===== src/inc/bel_defs.svh =====
// Register offsets, field positions, reset values and field constants of the error-locator root search block.
// Assumes a byte-addressed APB slave window of 256 bytes, one aligned 32-bit word per register.
`ifndef BEL_DEFS_SVH
`define BEL_DEFS_SVH
`define BEL_OFF_CONFIG      8'h00
`define BEL_OFF_PRIMITIVE   8'h04
`define BEL_OFF_START       8'h08
`define BEL_OFF_STOP        8'h0c
`define BEL_OFF_STATUS      8'h10
`define BEL_OFF_IRQ_ENABLE  8'h14
`define BEL_OFF_IRQ_DISABLE 8'h18
`define BEL_OFF_IRQ_MASK    8'h1c
`define BEL_OFF_IRQ_STATUS  8'h20
`define BEL_OFF_COEF_FIRST  8'h28
`define BEL_OFF_COEF_LAST   8'h88
`define BEL_OFF_POS_FIRST   8'h8c
`define BEL_OFF_POS_LAST    8'he4
`define BEL_NUM_COEF        25
`define BEL_NUM_POS         24
`define BEL_FLD_W           14
`define BEL_CFG_SECTOR_BIT  0
`define BEL_CFG_ERRNUM_LSB  16
`define BEL_CFG_ERRNUM_W    5
`define BEL_ERRCNT_LSB      8
`define BEL_ERRCNT_W        5
`define BEL_DONE_BIT        0
`define BEL_BUSY_BIT        0
`define BEL_POLY_GF13       15'h201b
`define BEL_POLY_GF14       15'h4443
`define BEL_MASK_GF13       14'h1fff
`define BEL_MASK_GF14       14'h3fff
`define BEL_SECTOR_BITS_512 14'h1000
`define BEL_SECTOR_BITS_1K  14'h2000
`define BEL_RESET_WORD      32'h0000_0000
`endif


===== src/inc/bel_pkg.sv =====
// Types of the error-locator root search block: engine state and the full packed register state.
// Assumes bel_defs.svh is on the include path.
`include "bel_defs.svh"
package bel_pkg;
  typedef enum logic [0:0] {
    BEL_IDLE   = 1'b0,
    BEL_SEARCH = 1'b1
  } bel_state_t;

  typedef logic [`BEL_FLD_W-1:0] bel_elem_t;

  typedef struct packed {
    bel_state_t                         state;
    logic                               sector_1k;
    logic [`BEL_CFG_ERRNUM_W-1:0]       errnum;
    bel_elem_t                          elem_count;
    bel_elem_t                          step;
    logic [`BEL_NUM_COEF-1:0][`BEL_FLD_W-1:0] coef;
    logic [`BEL_NUM_COEF-1:0][`BEL_FLD_W-1:0] term;
    logic [`BEL_NUM_POS-1:0][`BEL_FLD_W-1:0]  pos;
    logic [`BEL_ERRCNT_W-1:0]           error_counter;
    logic                               done;
    logic                               mask;
    logic                               irq;
    logic                               pready;
    logic                               pslverr;
    logic [31:0]                        prdata;
  } bel_state_reg_t;
endpackage


===== src/rtl/bel_error_locator.sv =====
// Error-locator root search engine over GF(2^13) or GF(2^14), with an APB register slave and one interrupt.
// Assumes APB inputs come from logic on i_core_clk; one field element is tested per clock cycle.
`timescale 1ns/1ps
`include "bel_defs.svh"
module bel_error_locator
  import bel_pkg::*;
#(
  parameter logic [14:0] POLY_GF13 = `BEL_POLY_GF13,
  parameter logic [14:0] POLY_GF14 = `BEL_POLY_GF14
) (
  input  wire logic        i_core_clk,
  input  wire logic        i_sys_rst,
  input  wire logic        i_psel,
  input  wire logic        i_penable,
  input  wire logic        i_pwrite,
  input  wire logic [7:0]  i_paddr,
  input  wire logic [31:0] i_pwdata,
  output logic      [31:0] o_prdata,
  output logic             o_pready,
  output logic             o_pslverr,
  output logic             o_irq
);

  bel_state_reg_t q_reg;
  bel_state_reg_t q_next;

  // Multiply by the inverse of alpha; the primitive polynomial has bit 0 set, so the division is exact.
  function automatic bel_elem_t mul_inv_alpha(input bel_elem_t x, input logic [14:0] poly);
    logic [14:0] t;
    t = {1'b0, x} ^ (x[0] ? poly : 15'h0000);
    return t[14:1];
  endfunction

  // Multiply by alpha to the power minus j, one shift per degree step.
  function automatic bel_elem_t mul_inv_pow(input bel_elem_t x, input int j, input logic [14:0] poly);
    bel_elem_t y;
    y = x;
    for (int k = 0; k < `BEL_NUM_COEF - 1; k++) begin
      if (k < j) begin
        y = mul_inv_alpha(y, poly);
      end
    end
    return y;
  endfunction

  logic [14:0] poly;
  bel_elem_t   fmask;
  bel_elem_t   sector_bits;
  bel_elem_t   eval_sum;
  bel_elem_t   raw_pos;
  bel_elem_t   rep_pos;
  bel_elem_t   term_step [`BEL_NUM_COEF];
  logic        access;
  logic        wr_take;
  logic [5:0]  widx;
  logic [5:0]  coef_idx;
  logic [5:0]  pos_idx;
  logic        is_coef;
  logic        is_pos;
  logic        mapped;
  logic [31:0] rd_word;
  logic        done_set;

  // Field selection follows the sector size bit.
  assign poly        = q_reg.sector_1k ? POLY_GF14 : POLY_GF13;
  assign fmask       = q_reg.sector_1k ? `BEL_MASK_GF14 : `BEL_MASK_GF13;
  assign sector_bits = q_reg.sector_1k ? `BEL_SECTOR_BITS_1K : `BEL_SECTOR_BITS_512;

  // Each degree term advances by its own power of alpha inverse every search cycle.
  genvar g;
  generate
    for (g = 0; g < `BEL_NUM_COEF; g++) begin : g_term
      assign term_step[g] = mul_inv_pow(q_reg.term[g], g, poly);
    end
  endgenerate

  always_comb begin
    eval_sum = '0;
    for (int j = 0; j < `BEL_NUM_COEF; j++) begin
      eval_sum = eval_sum ^ q_reg.term[j];
    end
  end

  // Step p tests alpha^-p; the codeword's first main bit is the highest degree, reported as 0.
  // Reported values past the main area skip one code so the spare area starts one above the sector size.
  assign raw_pos = q_reg.elem_count - 14'h0001 - q_reg.step;
  assign rep_pos = (raw_pos >= sector_bits) ? raw_pos + 14'h0001 : raw_pos;

  assign access   = i_psel & i_penable;
  assign wr_take  = access & q_reg.pready & i_pwrite;
  assign widx     = i_paddr[7:2];
  assign is_coef  = (i_paddr >= `BEL_OFF_COEF_FIRST) && (i_paddr <= `BEL_OFF_COEF_LAST);
  assign is_pos   = (i_paddr >= `BEL_OFF_POS_FIRST) && (i_paddr <= `BEL_OFF_POS_LAST);
  assign coef_idx = widx - 6'(`BEL_OFF_COEF_FIRST >> 2);
  assign pos_idx  = widx - 6'(`BEL_OFF_POS_FIRST >> 2);
  assign mapped   = (i_paddr[1:0] == 2'b00) && (is_coef || is_pos || (i_paddr <= `BEL_OFF_IRQ_STATUS));

  always_comb begin
    rd_word = `BEL_RESET_WORD;
    if (is_coef) begin
      rd_word[`BEL_FLD_W-1:0] = q_reg.coef[coef_idx[4:0]];
    end else if (is_pos) begin
      rd_word[`BEL_FLD_W-1:0] = q_reg.pos[pos_idx[4:0]];
    end else begin
      unique case (i_paddr)
        `BEL_OFF_CONFIG: begin
          rd_word[`BEL_CFG_SECTOR_BIT] = q_reg.sector_1k;
          rd_word[`BEL_CFG_ERRNUM_LSB +: `BEL_CFG_ERRNUM_W] = q_reg.errnum;
        end
        `BEL_OFF_PRIMITIVE: begin
          rd_word[14:0] = poly;
        end
        `BEL_OFF_START: begin
          rd_word[`BEL_FLD_W-1:0] = q_reg.elem_count;
        end
        `BEL_OFF_STATUS: begin
          rd_word[`BEL_BUSY_BIT] = (q_reg.state == BEL_SEARCH);
        end
        `BEL_OFF_IRQ_MASK: begin
          rd_word[`BEL_DONE_BIT] = q_reg.mask;
        end
        `BEL_OFF_IRQ_STATUS: begin
          rd_word[`BEL_DONE_BIT] = q_reg.done;
          rd_word[`BEL_ERRCNT_LSB +: `BEL_ERRCNT_W] = q_reg.error_counter;
        end
        default: begin
          rd_word = `BEL_RESET_WORD;
        end
      endcase
    end
  end

  always_comb begin
    q_next   = q_reg;
    done_set = 1'b0;

    // One wait state: the answer is registered, so read data and error are stable with pready.
    q_next.pready  = access & ~q_reg.pready;
    q_next.pslverr = 1'b0;
    if (access & ~q_reg.pready) begin
      q_next.prdata  = i_pwrite ? `BEL_RESET_WORD : rd_word;
      q_next.pslverr = ~mapped;
    end

    // Search engine: one candidate element per cycle.
    unique case (q_reg.state)
      BEL_IDLE: begin
        q_next.state = BEL_IDLE;
      end
      BEL_SEARCH: begin
        if (eval_sum == '0) begin
          if (q_reg.error_counter < 5'(`BEL_NUM_POS)) begin
            q_next.pos[q_reg.error_counter] = rep_pos;
            q_next.error_counter = q_reg.error_counter + 5'h01;
          end
        end
        for (int j = 0; j < `BEL_NUM_COEF; j++) begin
          q_next.term[j] = term_step[j];
        end
        q_next.step = q_reg.step + 14'h0001;
        if (q_reg.step >= q_reg.elem_count - 14'h0001) begin
          q_next.state = BEL_IDLE;
          done_set     = 1'b1;
        end
      end
    endcase

    if (wr_take) begin
      if (is_coef && i_paddr[1:0] == 2'b00) begin
        q_next.coef[coef_idx[4:0]] = i_pwdata[`BEL_FLD_W-1:0];
      end
      unique case (i_paddr)
        `BEL_OFF_CONFIG: begin
          q_next.sector_1k = i_pwdata[`BEL_CFG_SECTOR_BIT];
          q_next.errnum    = i_pwdata[`BEL_CFG_ERRNUM_LSB +: `BEL_CFG_ERRNUM_W];
        end
        `BEL_OFF_START: begin
          // A new search restarts cleanly; the count comes from software as is.
          q_next.elem_count = i_pwdata[`BEL_FLD_W-1:0];
          q_next.step       = '0;
          q_next.error_counter    = '0;
          q_next.pos        = '0;
          done_set          = 1'b0;
          for (int j = 0; j < `BEL_NUM_COEF; j++) begin
            q_next.term[j] = q_reg.coef[j] & fmask;
          end
          if (i_pwdata[`BEL_FLD_W-1:0] == '0) begin
            q_next.state = BEL_IDLE;
            done_set     = 1'b1;
          end else begin
            q_next.state = BEL_SEARCH;
          end
        end
        `BEL_OFF_STOP: begin
          q_next.state = BEL_IDLE;
          done_set     = 1'b0;
        end
        `BEL_OFF_IRQ_ENABLE: begin
          if (i_pwdata[`BEL_DONE_BIT]) begin
            q_next.mask = 1'b1;
          end
        end
        `BEL_OFF_IRQ_DISABLE: begin
          if (i_pwdata[`BEL_DONE_BIT]) begin
            q_next.mask = 1'b0;
          end
        end
        `BEL_OFF_IRQ_STATUS: begin
          if (i_pwdata[`BEL_DONE_BIT]) begin
            q_next.done = 1'b0;
          end
        end
        default: begin
          q_next.mask = q_next.mask;
        end
      endcase
    end

    // Completion beats a clear in the same cycle; a stop or start write in that cycle discards the completion.
    if (done_set) begin
      q_next.done = 1'b1;
    end
    q_next.irq = q_next.done & q_next.mask;
  end

  always_ff @(posedge i_core_clk) begin
    if (i_sys_rst) begin
      q_reg       <= '0;
      q_reg.state <= BEL_IDLE;
    end else begin
      q_reg <= q_next;
    end
  end

  assign o_prdata  = q_reg.prdata;
  assign o_pready  = q_reg.pready;
  assign o_pslverr = q_reg.pslverr;
  assign o_irq     = q_reg.irq;

endmodule


===== config.mk =====
export PLATFORM = sky130hd
export DESIGN_NAME = bel_error_locator
export DESIGN_NICKNAME = d
export VERILOG_FILES = /design/src/inc/bel_pkg.sv /design/src/rtl/bel_error_locator.sv
export VERILOG_INCLUDE_DIRS = /design/src /design/src/inc
export SDC_FILE = /design/constraint.sdc
export NUM_CORES = 2
export LEC_CHECK = 0
export ABC_AREA = 1
export BUFFER_PORTS_ARGS = -buffer_cell sky130_fd_sc_hd__buf_4
export CELL_PAD_IN_SITES_DETAIL_PLACEMENT = 1
export CELL_PAD_IN_SITES_GLOBAL_PLACEMENT = 2
export CORE_MARGIN = 2
export CORE_UTILIZATION = 40
export CTS_CLUSTER_DIAMETER = 120
export DETAILED_ROUTE_END_ITERATION = 12
export GPL_ROUTABILITY_DRIVEN = 0
export PLACE_DENSITY_LB_ADDON = 0.1
export SLEW_MARGIN = 20
export SYNTH_ARGS = -nofsm -noshare
export SYNTH_HDL_FRONTEND = slang
export SYNTH_SLANG_ARGS = --single-unit
export TNS_END_PERCENT = 50

===== constraint.sdc =====
create_clock -name i_core_clk -period 12.2 [get_ports i_core_clk]
set_clock_uncertainty 0.2 [all_clocks]
set_input_delay 0 -clock i_core_clk [delete_from_list [all_inputs] [get_ports i_core_clk]]
set_output_delay 0 -clock i_core_clk [all_outputs]
set_load 0.05 [all_outputs]

Word-level counts from Yosys, hierarchy flattened
Index checks and enable logic that the tools add are counted.
Word-level totals
  flip-flop bits (word level): 1113
  input port bits: 45
  output and inout port bits: 35
  word-level logic and storage cells: 837
Cells by class
  add/sub/neg operators: 7
  magnitude comparators: 13
  equal/unequal tests: 8
  muxes and demuxes: 349
  bitwise operators: 358
  reductions and logical operators: 16
Operators with widths (number)
  two-way mux 15 bit: 301
  bitwise XOR 14 x 15 -> 15 bit: 300
  two-way mux 691 bit: 2
  two-way mux 1078 bit: 1
  two-way mux 341 bit: 2
  AND 14 bit: 25
  bitwise mux 350 bit: 1
  two-way mux 350 bit: 1
  bitwise mux 336 bit: 1
  bitwise XOR 14 bit: 24
  binary-select mux 14 bit (select 5 bit): 2
  demux 14 bit (select 5 bit): 2
  two-way mux 14 bit: 10
  equality test 8 x 5 -> 1 bit (second input constant): 4
  two-way mux 32 bit: 1
  adder 14 x 1 -> 14 bit (second input constant): 2
  >= comparator 14 bit: 2
  zero test 14 bit: 2
  two-way mux 28 bit: 1
  < comparator 5 x 6 -> 1 bit (second input constant): 3
  two-way mux 18 bit: 1
  equality test 8 x 4 -> 1 bit (second input constant): 2
  <= comparator 8 bit (second input constant): 2
  case mux 5 bit (3 select lines): 1
  27 further kinds: 58

Logic depth before layout (Yosys ltp)
  word-level depth: 54
  mapped depth: 53
  gate-level depth less buffers: 53

Worst setup path before layout
No wires, ideal clock.
  path type: register -> register
  from: register q_reg[1111] (netlist bit)
  to: register q_reg[124] (netlist bit)
  setup time: 0.132 ns
  data arrival time: 5.536 ns
  required time: 11.868 ns
  setup slack: 6.332 ns
  stages on the path, launching flop included: 34
  buffers on the path: 22
  period minus slack after synthesis: 5.868 ns
  cell sequence: dfxtp_1 -> inv_4 -> buf_8 -> buf_8 -> buf_8 -> buf_8 -> buf_6 -> buf_6 -> buf_6 -> buf_6 -> buf_4 -> buf_4 -> buf_2 -> buf_4 -> buf_4 -> buf_4 -> buf_2 -> buf_2 -> buf_2 -> buf_2 -> buf_2 -> buf_2 -> buf_2 -> ha_1 -> nand4_1 -> nand2_1 -> inv_1 -> nor2_1 -> nand2_1 -> nor3_1 -> nand3_1 -> xor2_1 -> clkbuf_1 -> a21oi_1
Between the ends
  longest elaborated chain between the ends: 9
RTL lines
  start, declared: RTL line bel_error_locator.sv:24  | bel_state_reg_t q_reg;
  start signal, assigned: RTL line bel_error_locator.sv:231  | q_reg <= q_next;
  two-way mux 14 bit (no line) *
  >= comparator 14 bit *: RTL line bel_error_locator.sv:87  | assign rep_pos = (raw_pos >= sector_bits) ? raw_pos + 14'h0001 : raw_pos;
  two-way mux 14 bit *: RTL line bel_error_locator.sv:87
  bitwise mux 336 bit *: RTL line bel_error_locator.sv:153  | q_next.pos[q_reg.error_counter] = rep_pos;
  two-way mux 341 bit *: RTL line bel_error_locator.sv:152  | if (q_reg.error_counter < 5'(`BEL_NUM_POS)) begin
  two-way mux 341 bit *: RTL line bel_error_locator.sv:151  | if (eval_sum == '0) begin
  two-way mux 691 bit *: RTL line bel_error_locator.sv:146  | unique case (q_reg.state)
  two-way mux 691 bit: RTL line bel_error_locator.sv:172  | unique case (i_paddr)
  two-way mux 1078 bit *: RTL line bel_error_locator.sv:168  | if (wr_take) begin
Every way passes the cells marked *; elsewhere a longest branch is shown, timed or not.
A chain may end at the register's enable or synchronous reset.

Worst setup path in the final report
  from: register q_reg[1111] (netlist bit)
  to: register q_reg[719] (netlist bit)
Between the ends
  longest elaborated chain between the ends: 50
  elaborated cells between the ends (all ways): 52
  classes of those cells: mux (28); bitwise (24)
RTL lines
  two-way mux 15 bit *: RTL line bel_error_locator.sv:65  | assign poly = q_reg.sector_1k ? POLY_GF14 : POLY_GF13;
  two-way mux 15 bit: RTL line bel_error_locator.sv:30  | t = {1'b0, x} ^ (x[0] ? poly : 15'h0000);
  bitwise XOR 14 x 15 -> 15 bit (3 in series): RTL line bel_error_locator.sv:30
  two-way mux 15 bit: RTL line bel_error_locator.sv:30
  bitwise XOR 14 x 15 -> 15 bit: RTL line bel_error_locator.sv:30
  two-way mux 15 bit: RTL line bel_error_locator.sv:30
  bitwise XOR 14 x 15 -> 15 bit: RTL line bel_error_locator.sv:30
  two-way mux 15 bit: RTL line bel_error_locator.sv:30
  [... 32 more ...]
  bitwise XOR 14 x 15 -> 15 bit: RTL line bel_error_locator.sv:30
  two-way mux 15 bit: RTL line bel_error_locator.sv:30
  bitwise XOR 14 x 15 -> 15 bit: RTL line bel_error_locator.sv:30
  two-way mux 15 bit: RTL line bel_error_locator.sv:30
  bitwise XOR 14 x 15 -> 15 bit *: RTL line bel_error_locator.sv:30
  two-way mux 691 bit *: RTL line bel_error_locator.sv:146
  two-way mux 691 bit: RTL line bel_error_locator.sv:172
  two-way mux 1078 bit *: RTL line bel_error_locator.sv:168
Marks and branches as above.

==> metrics list <==
* Result of the run: finished, violations left
- The final reports fail on capacitance limit.
- STA puts the critical path data arrival time at 7.52 ns.
- Power Density: 126 nW/µm²
- The floorplan step defined a die boundary enclosing 183,000 µm².
- The worst pin sits at a relative slew slack of 0.0127.
* Core Area: 178,000 µm²
- FFs w/ async S/R, synth: 0
* Sequential fraction of the synthesis area: 0.307
- Maximum single-stage delay on the critical path: 0.76 ns
- Most frequent cell after synthesis: nand2_1
* Root buffer cell: clkbuf_16
* Worst hold-check path type: input port to register
* Reg2Reg Depth: 45
- Number of H-tree levels: 4
* Clock Tree Buf Depth: 3
- Port buffering added 54 buffers.
* Share of the clock period used by the worst path after layout: 0.575
* Avg Synthesized Cell Area: 6.76 µm²
* RSZ-0062 raised after global routing: false
- Number of synthesized register bits: 1,101
- Timing analysis after detailed placement gives a worst setup slack of 5.26 ns.
* Worst reg2reg path startpoint: q_reg[1111]$_SDFFE_PP0P_
* Total clock sinks: 1,101
- DRC marker count from the first detailed-route iteration: 5,996
- First-pass GRT wire length: 455,000 µm
- The share of synthesized area in the top cell type comes to 0.307.
* Worst path required time: 12.70 ns
* Synth-to-Final Area Change: 9.28%
- TritonCTS created 131 clock buffers.
* Leakage: 32.1 nW
- Initial cell density of the core: 0.402
* Worst-path fanout max: 116
* Routed wire length on met3: 17,200 µm
* Share of layout cells above drive strength 1: 0.0828
- Sum Neg Setup Slack: 0 ns
* Final global-route overflow total: 0
- Highest signal layer in the routed design: met5
- Count of TritonRoute iterations in the first routing pass: 6
- Maximum vdd ir drop: 0.000127 V
- The worst setup path is of the register to register kind.
* Syn Inst Count: 10,600
* Most used cell, CP: nand2_1
- Row generation in the floorplan step produced 155 rows.
- Pin count of the biggest net entering global routing: 205
- Final number of max-transition violations: 0
- Final hold violation count: 0
- After detailed placement, the total cell area comes to 73,400 µm².
- The detail route stage leaves a number of antenna-violating nets equal to 0.
- Net count of the finished layout: 10,400
- The Yosys step of the flow raised 0 warnings.
* FF-to-FF setup slack: 5.18 ns
* Synth area leaders: dfxtp_1 (31%), a21oi_1 (12%), nand2_1 (11%)
- Counting instances, the worst hold path has a depth of 4.
- Hold Crit Start: i_pwdata[11]
* Number of remaining DRC errors: 0
- I/O pins: 80
- Total non-filler cell area in the finished layout: 78,400 µm²
* Post-synth EDFFs: 0
* Routed metal-1 wirelength: 138,000 µm
- Vias in the first global route: 71,400
- Startpoint Class: register
- MaxCap Viol Count: 1
* Hold buffer count at CTS: 57
- The worst setup path is captured at a register.
- Initial antenna violation count: 8
- Cell type with the largest total area after synthesis: dfxtp_1
- Total track usage: 0.326
* Number of gates resized after cts: 0
- Routed met2 length: 138,000 µm
- Post-CTS Setup Inserts: 0
- Capture point of the worst reg-to-reg path: q_reg[719]$_SDFF_PP0_
* DPL Wire Length: 218,000 µm
- After layout, the minimum clock period comes to 7.02 ns.
- For this block, the routed nets add up to 307,000 µm of wire.
- By count the netlist is led by nand2_1 (2,167), a21oi_1 (1,655), o21ai_0 (1,311).
- Among all flip-flop cells after synthesis, the most frequent one is dfxtp_1.
- Via total after detailed routing: 73,600
- The number of different library cells used by synthesis comes to 70.
- In this run the vertical extent of the chip is 427 µm.
- Post-Syn Area: 71,700 µm²
* Clock edge transition at the registers on the reported setup and hold paths: 0.06 ns
- Detail-routed net length per standard cell: 24.1 µm
* Die width: 427 µm
- At the pin with the least slew margin, the transition time is 1.46 ns.
- Via density per instance: 5.77
- Final setup violation count: 0
- The later pin in the worst-skew pair is clocked with a latency of 0.81 ns.
* Highest clock rate: 142 MHz
- TritonCTS built the clock tree.
- After layout, the worst setup slack is 5.18 ns.
- The slowest stage of the critical path belongs to the cell dfxtp_4.
==> how the worst max path moves through the flow <==
stage | start | to | cells after the start
after global placement | q_reg[1111]$_SDFFE_PP0P_ | q_reg[719]$_SDFF_PP0_ | 46
after floorplan | q_reg[1111]$_SDFFE_PP0P_ | q_reg[124]$_SDFF_PP0_ | 33
after global routing | q_reg[1111]$_SDFFE_PP0P_ | q_reg[719]$_SDFF_PP0_ | 48
after CTS | q_reg[1111]$_SDFFE_PP0P_ | q_reg[719]$_SDFF_PP0_ | 45
after detailed placement | q_reg[1111]$_SDFFE_PP0P_ | q_reg[698]$_SDFF_PP0_ | 42
final | q_reg[1111]$_SDFFE_PP0P_ | q_reg[719]$_SDFF_PP0_ | 45
==> stage by stage <==
| step | hold WS (ns) | power, W | std cells | util |
|---|---|---|---|---|
| floorplan | -0.0651 | 0.00529 | 10600 | - |
| global placement | 0.0268 | 0.00584 | 12400 | 0.412 |
| detailed placement | 0.0329 | 0.00589 | 12400 | 0.412 |
| CTS | 0.0108 | 0.00990 | 12700 | 0.440 |
| global route | 0.0534 | 0.0103 | 12700 | 0.440 |
| finish | 0.0672 | 0.00987 | 12700 | 0.440 |
==> layout make-up <==
type,count,area [µm²]
inverters,671,2570
clock buffers,183,3720
multi-input cells,8135,44400
fillers,22700,99900
flip-flops and latches,1101,22000
diodes,2,5.00
clock inverters,49,607
repair buffers,245,2100
well taps,2355,2950
==> critical path, delay by kind of cell, from the launching register on <==
family | cells | cell delay [ns]
compound gates | 1 | 0.15
simple gates | 37 | 3.95
buf+inv | 6 | 1.35
flops | 1 | 0.76
xor+xnor | 1 | 0.32
==> per-layer routing <==
metal  vias to the layer above  global-route usage
li1                      34700                   -
met1                     36400               0.440
met2                      1974               0.520
met3                       489              0.0463
met4                         8               0.135
met5                         -                   0
==> placed cells by master (no fill, tap or decap), types with 39 or more instances in the layout <==
master	netlist	final
dlygate4sd3_1	0	57
inv_2	54	61
clkbuf_16	0	134
nor2_1	586	570
a32o_1	39	39
buf_4	46	176
dfxtp_1	1101	1099
nand2_1	2167	2167
a21oi_1	1655	1655
a211oi_1	64	64
xor2_1	551	540
a22oi_1	62	62
nand3_1	398	398
o21ai_0	1311	1311
a31oi_1	44	44
or2_2	61	61
nand2_2	170	170
xnor2_1	481	479
inv_1	596	593
==> cell families (layout without fill, tap and decap cells) <==
logic type               after synthesis  after routing  synth area share
flip-flops                          1101           1101             0.307
AO/OA/AOI/OAI                       3394           3394             0.253
AND/OR/NAND/NOR                     3597           3597             0.214
other                                  1             14         0.0000523
buffers and inverters               1379           1148            0.0775
XOR/XNOR                            1099           1099             0.142
adder cells (fa/ha/maj)               33             33           0.00586
==> report_power, final <==
group / total (W) / switching, W / internal, W / leakage [nW]
Clock: 0.00402 / 0.00172 / 0.00230 / 2.13
Sequential: 0.00360 / 0.00000185 / 0.00360 / 8.86
Combinational: 0.00226 / 0.00162 / 0.000638 / 21.1
Note: power is estimated with default switching activity, not from simulation.
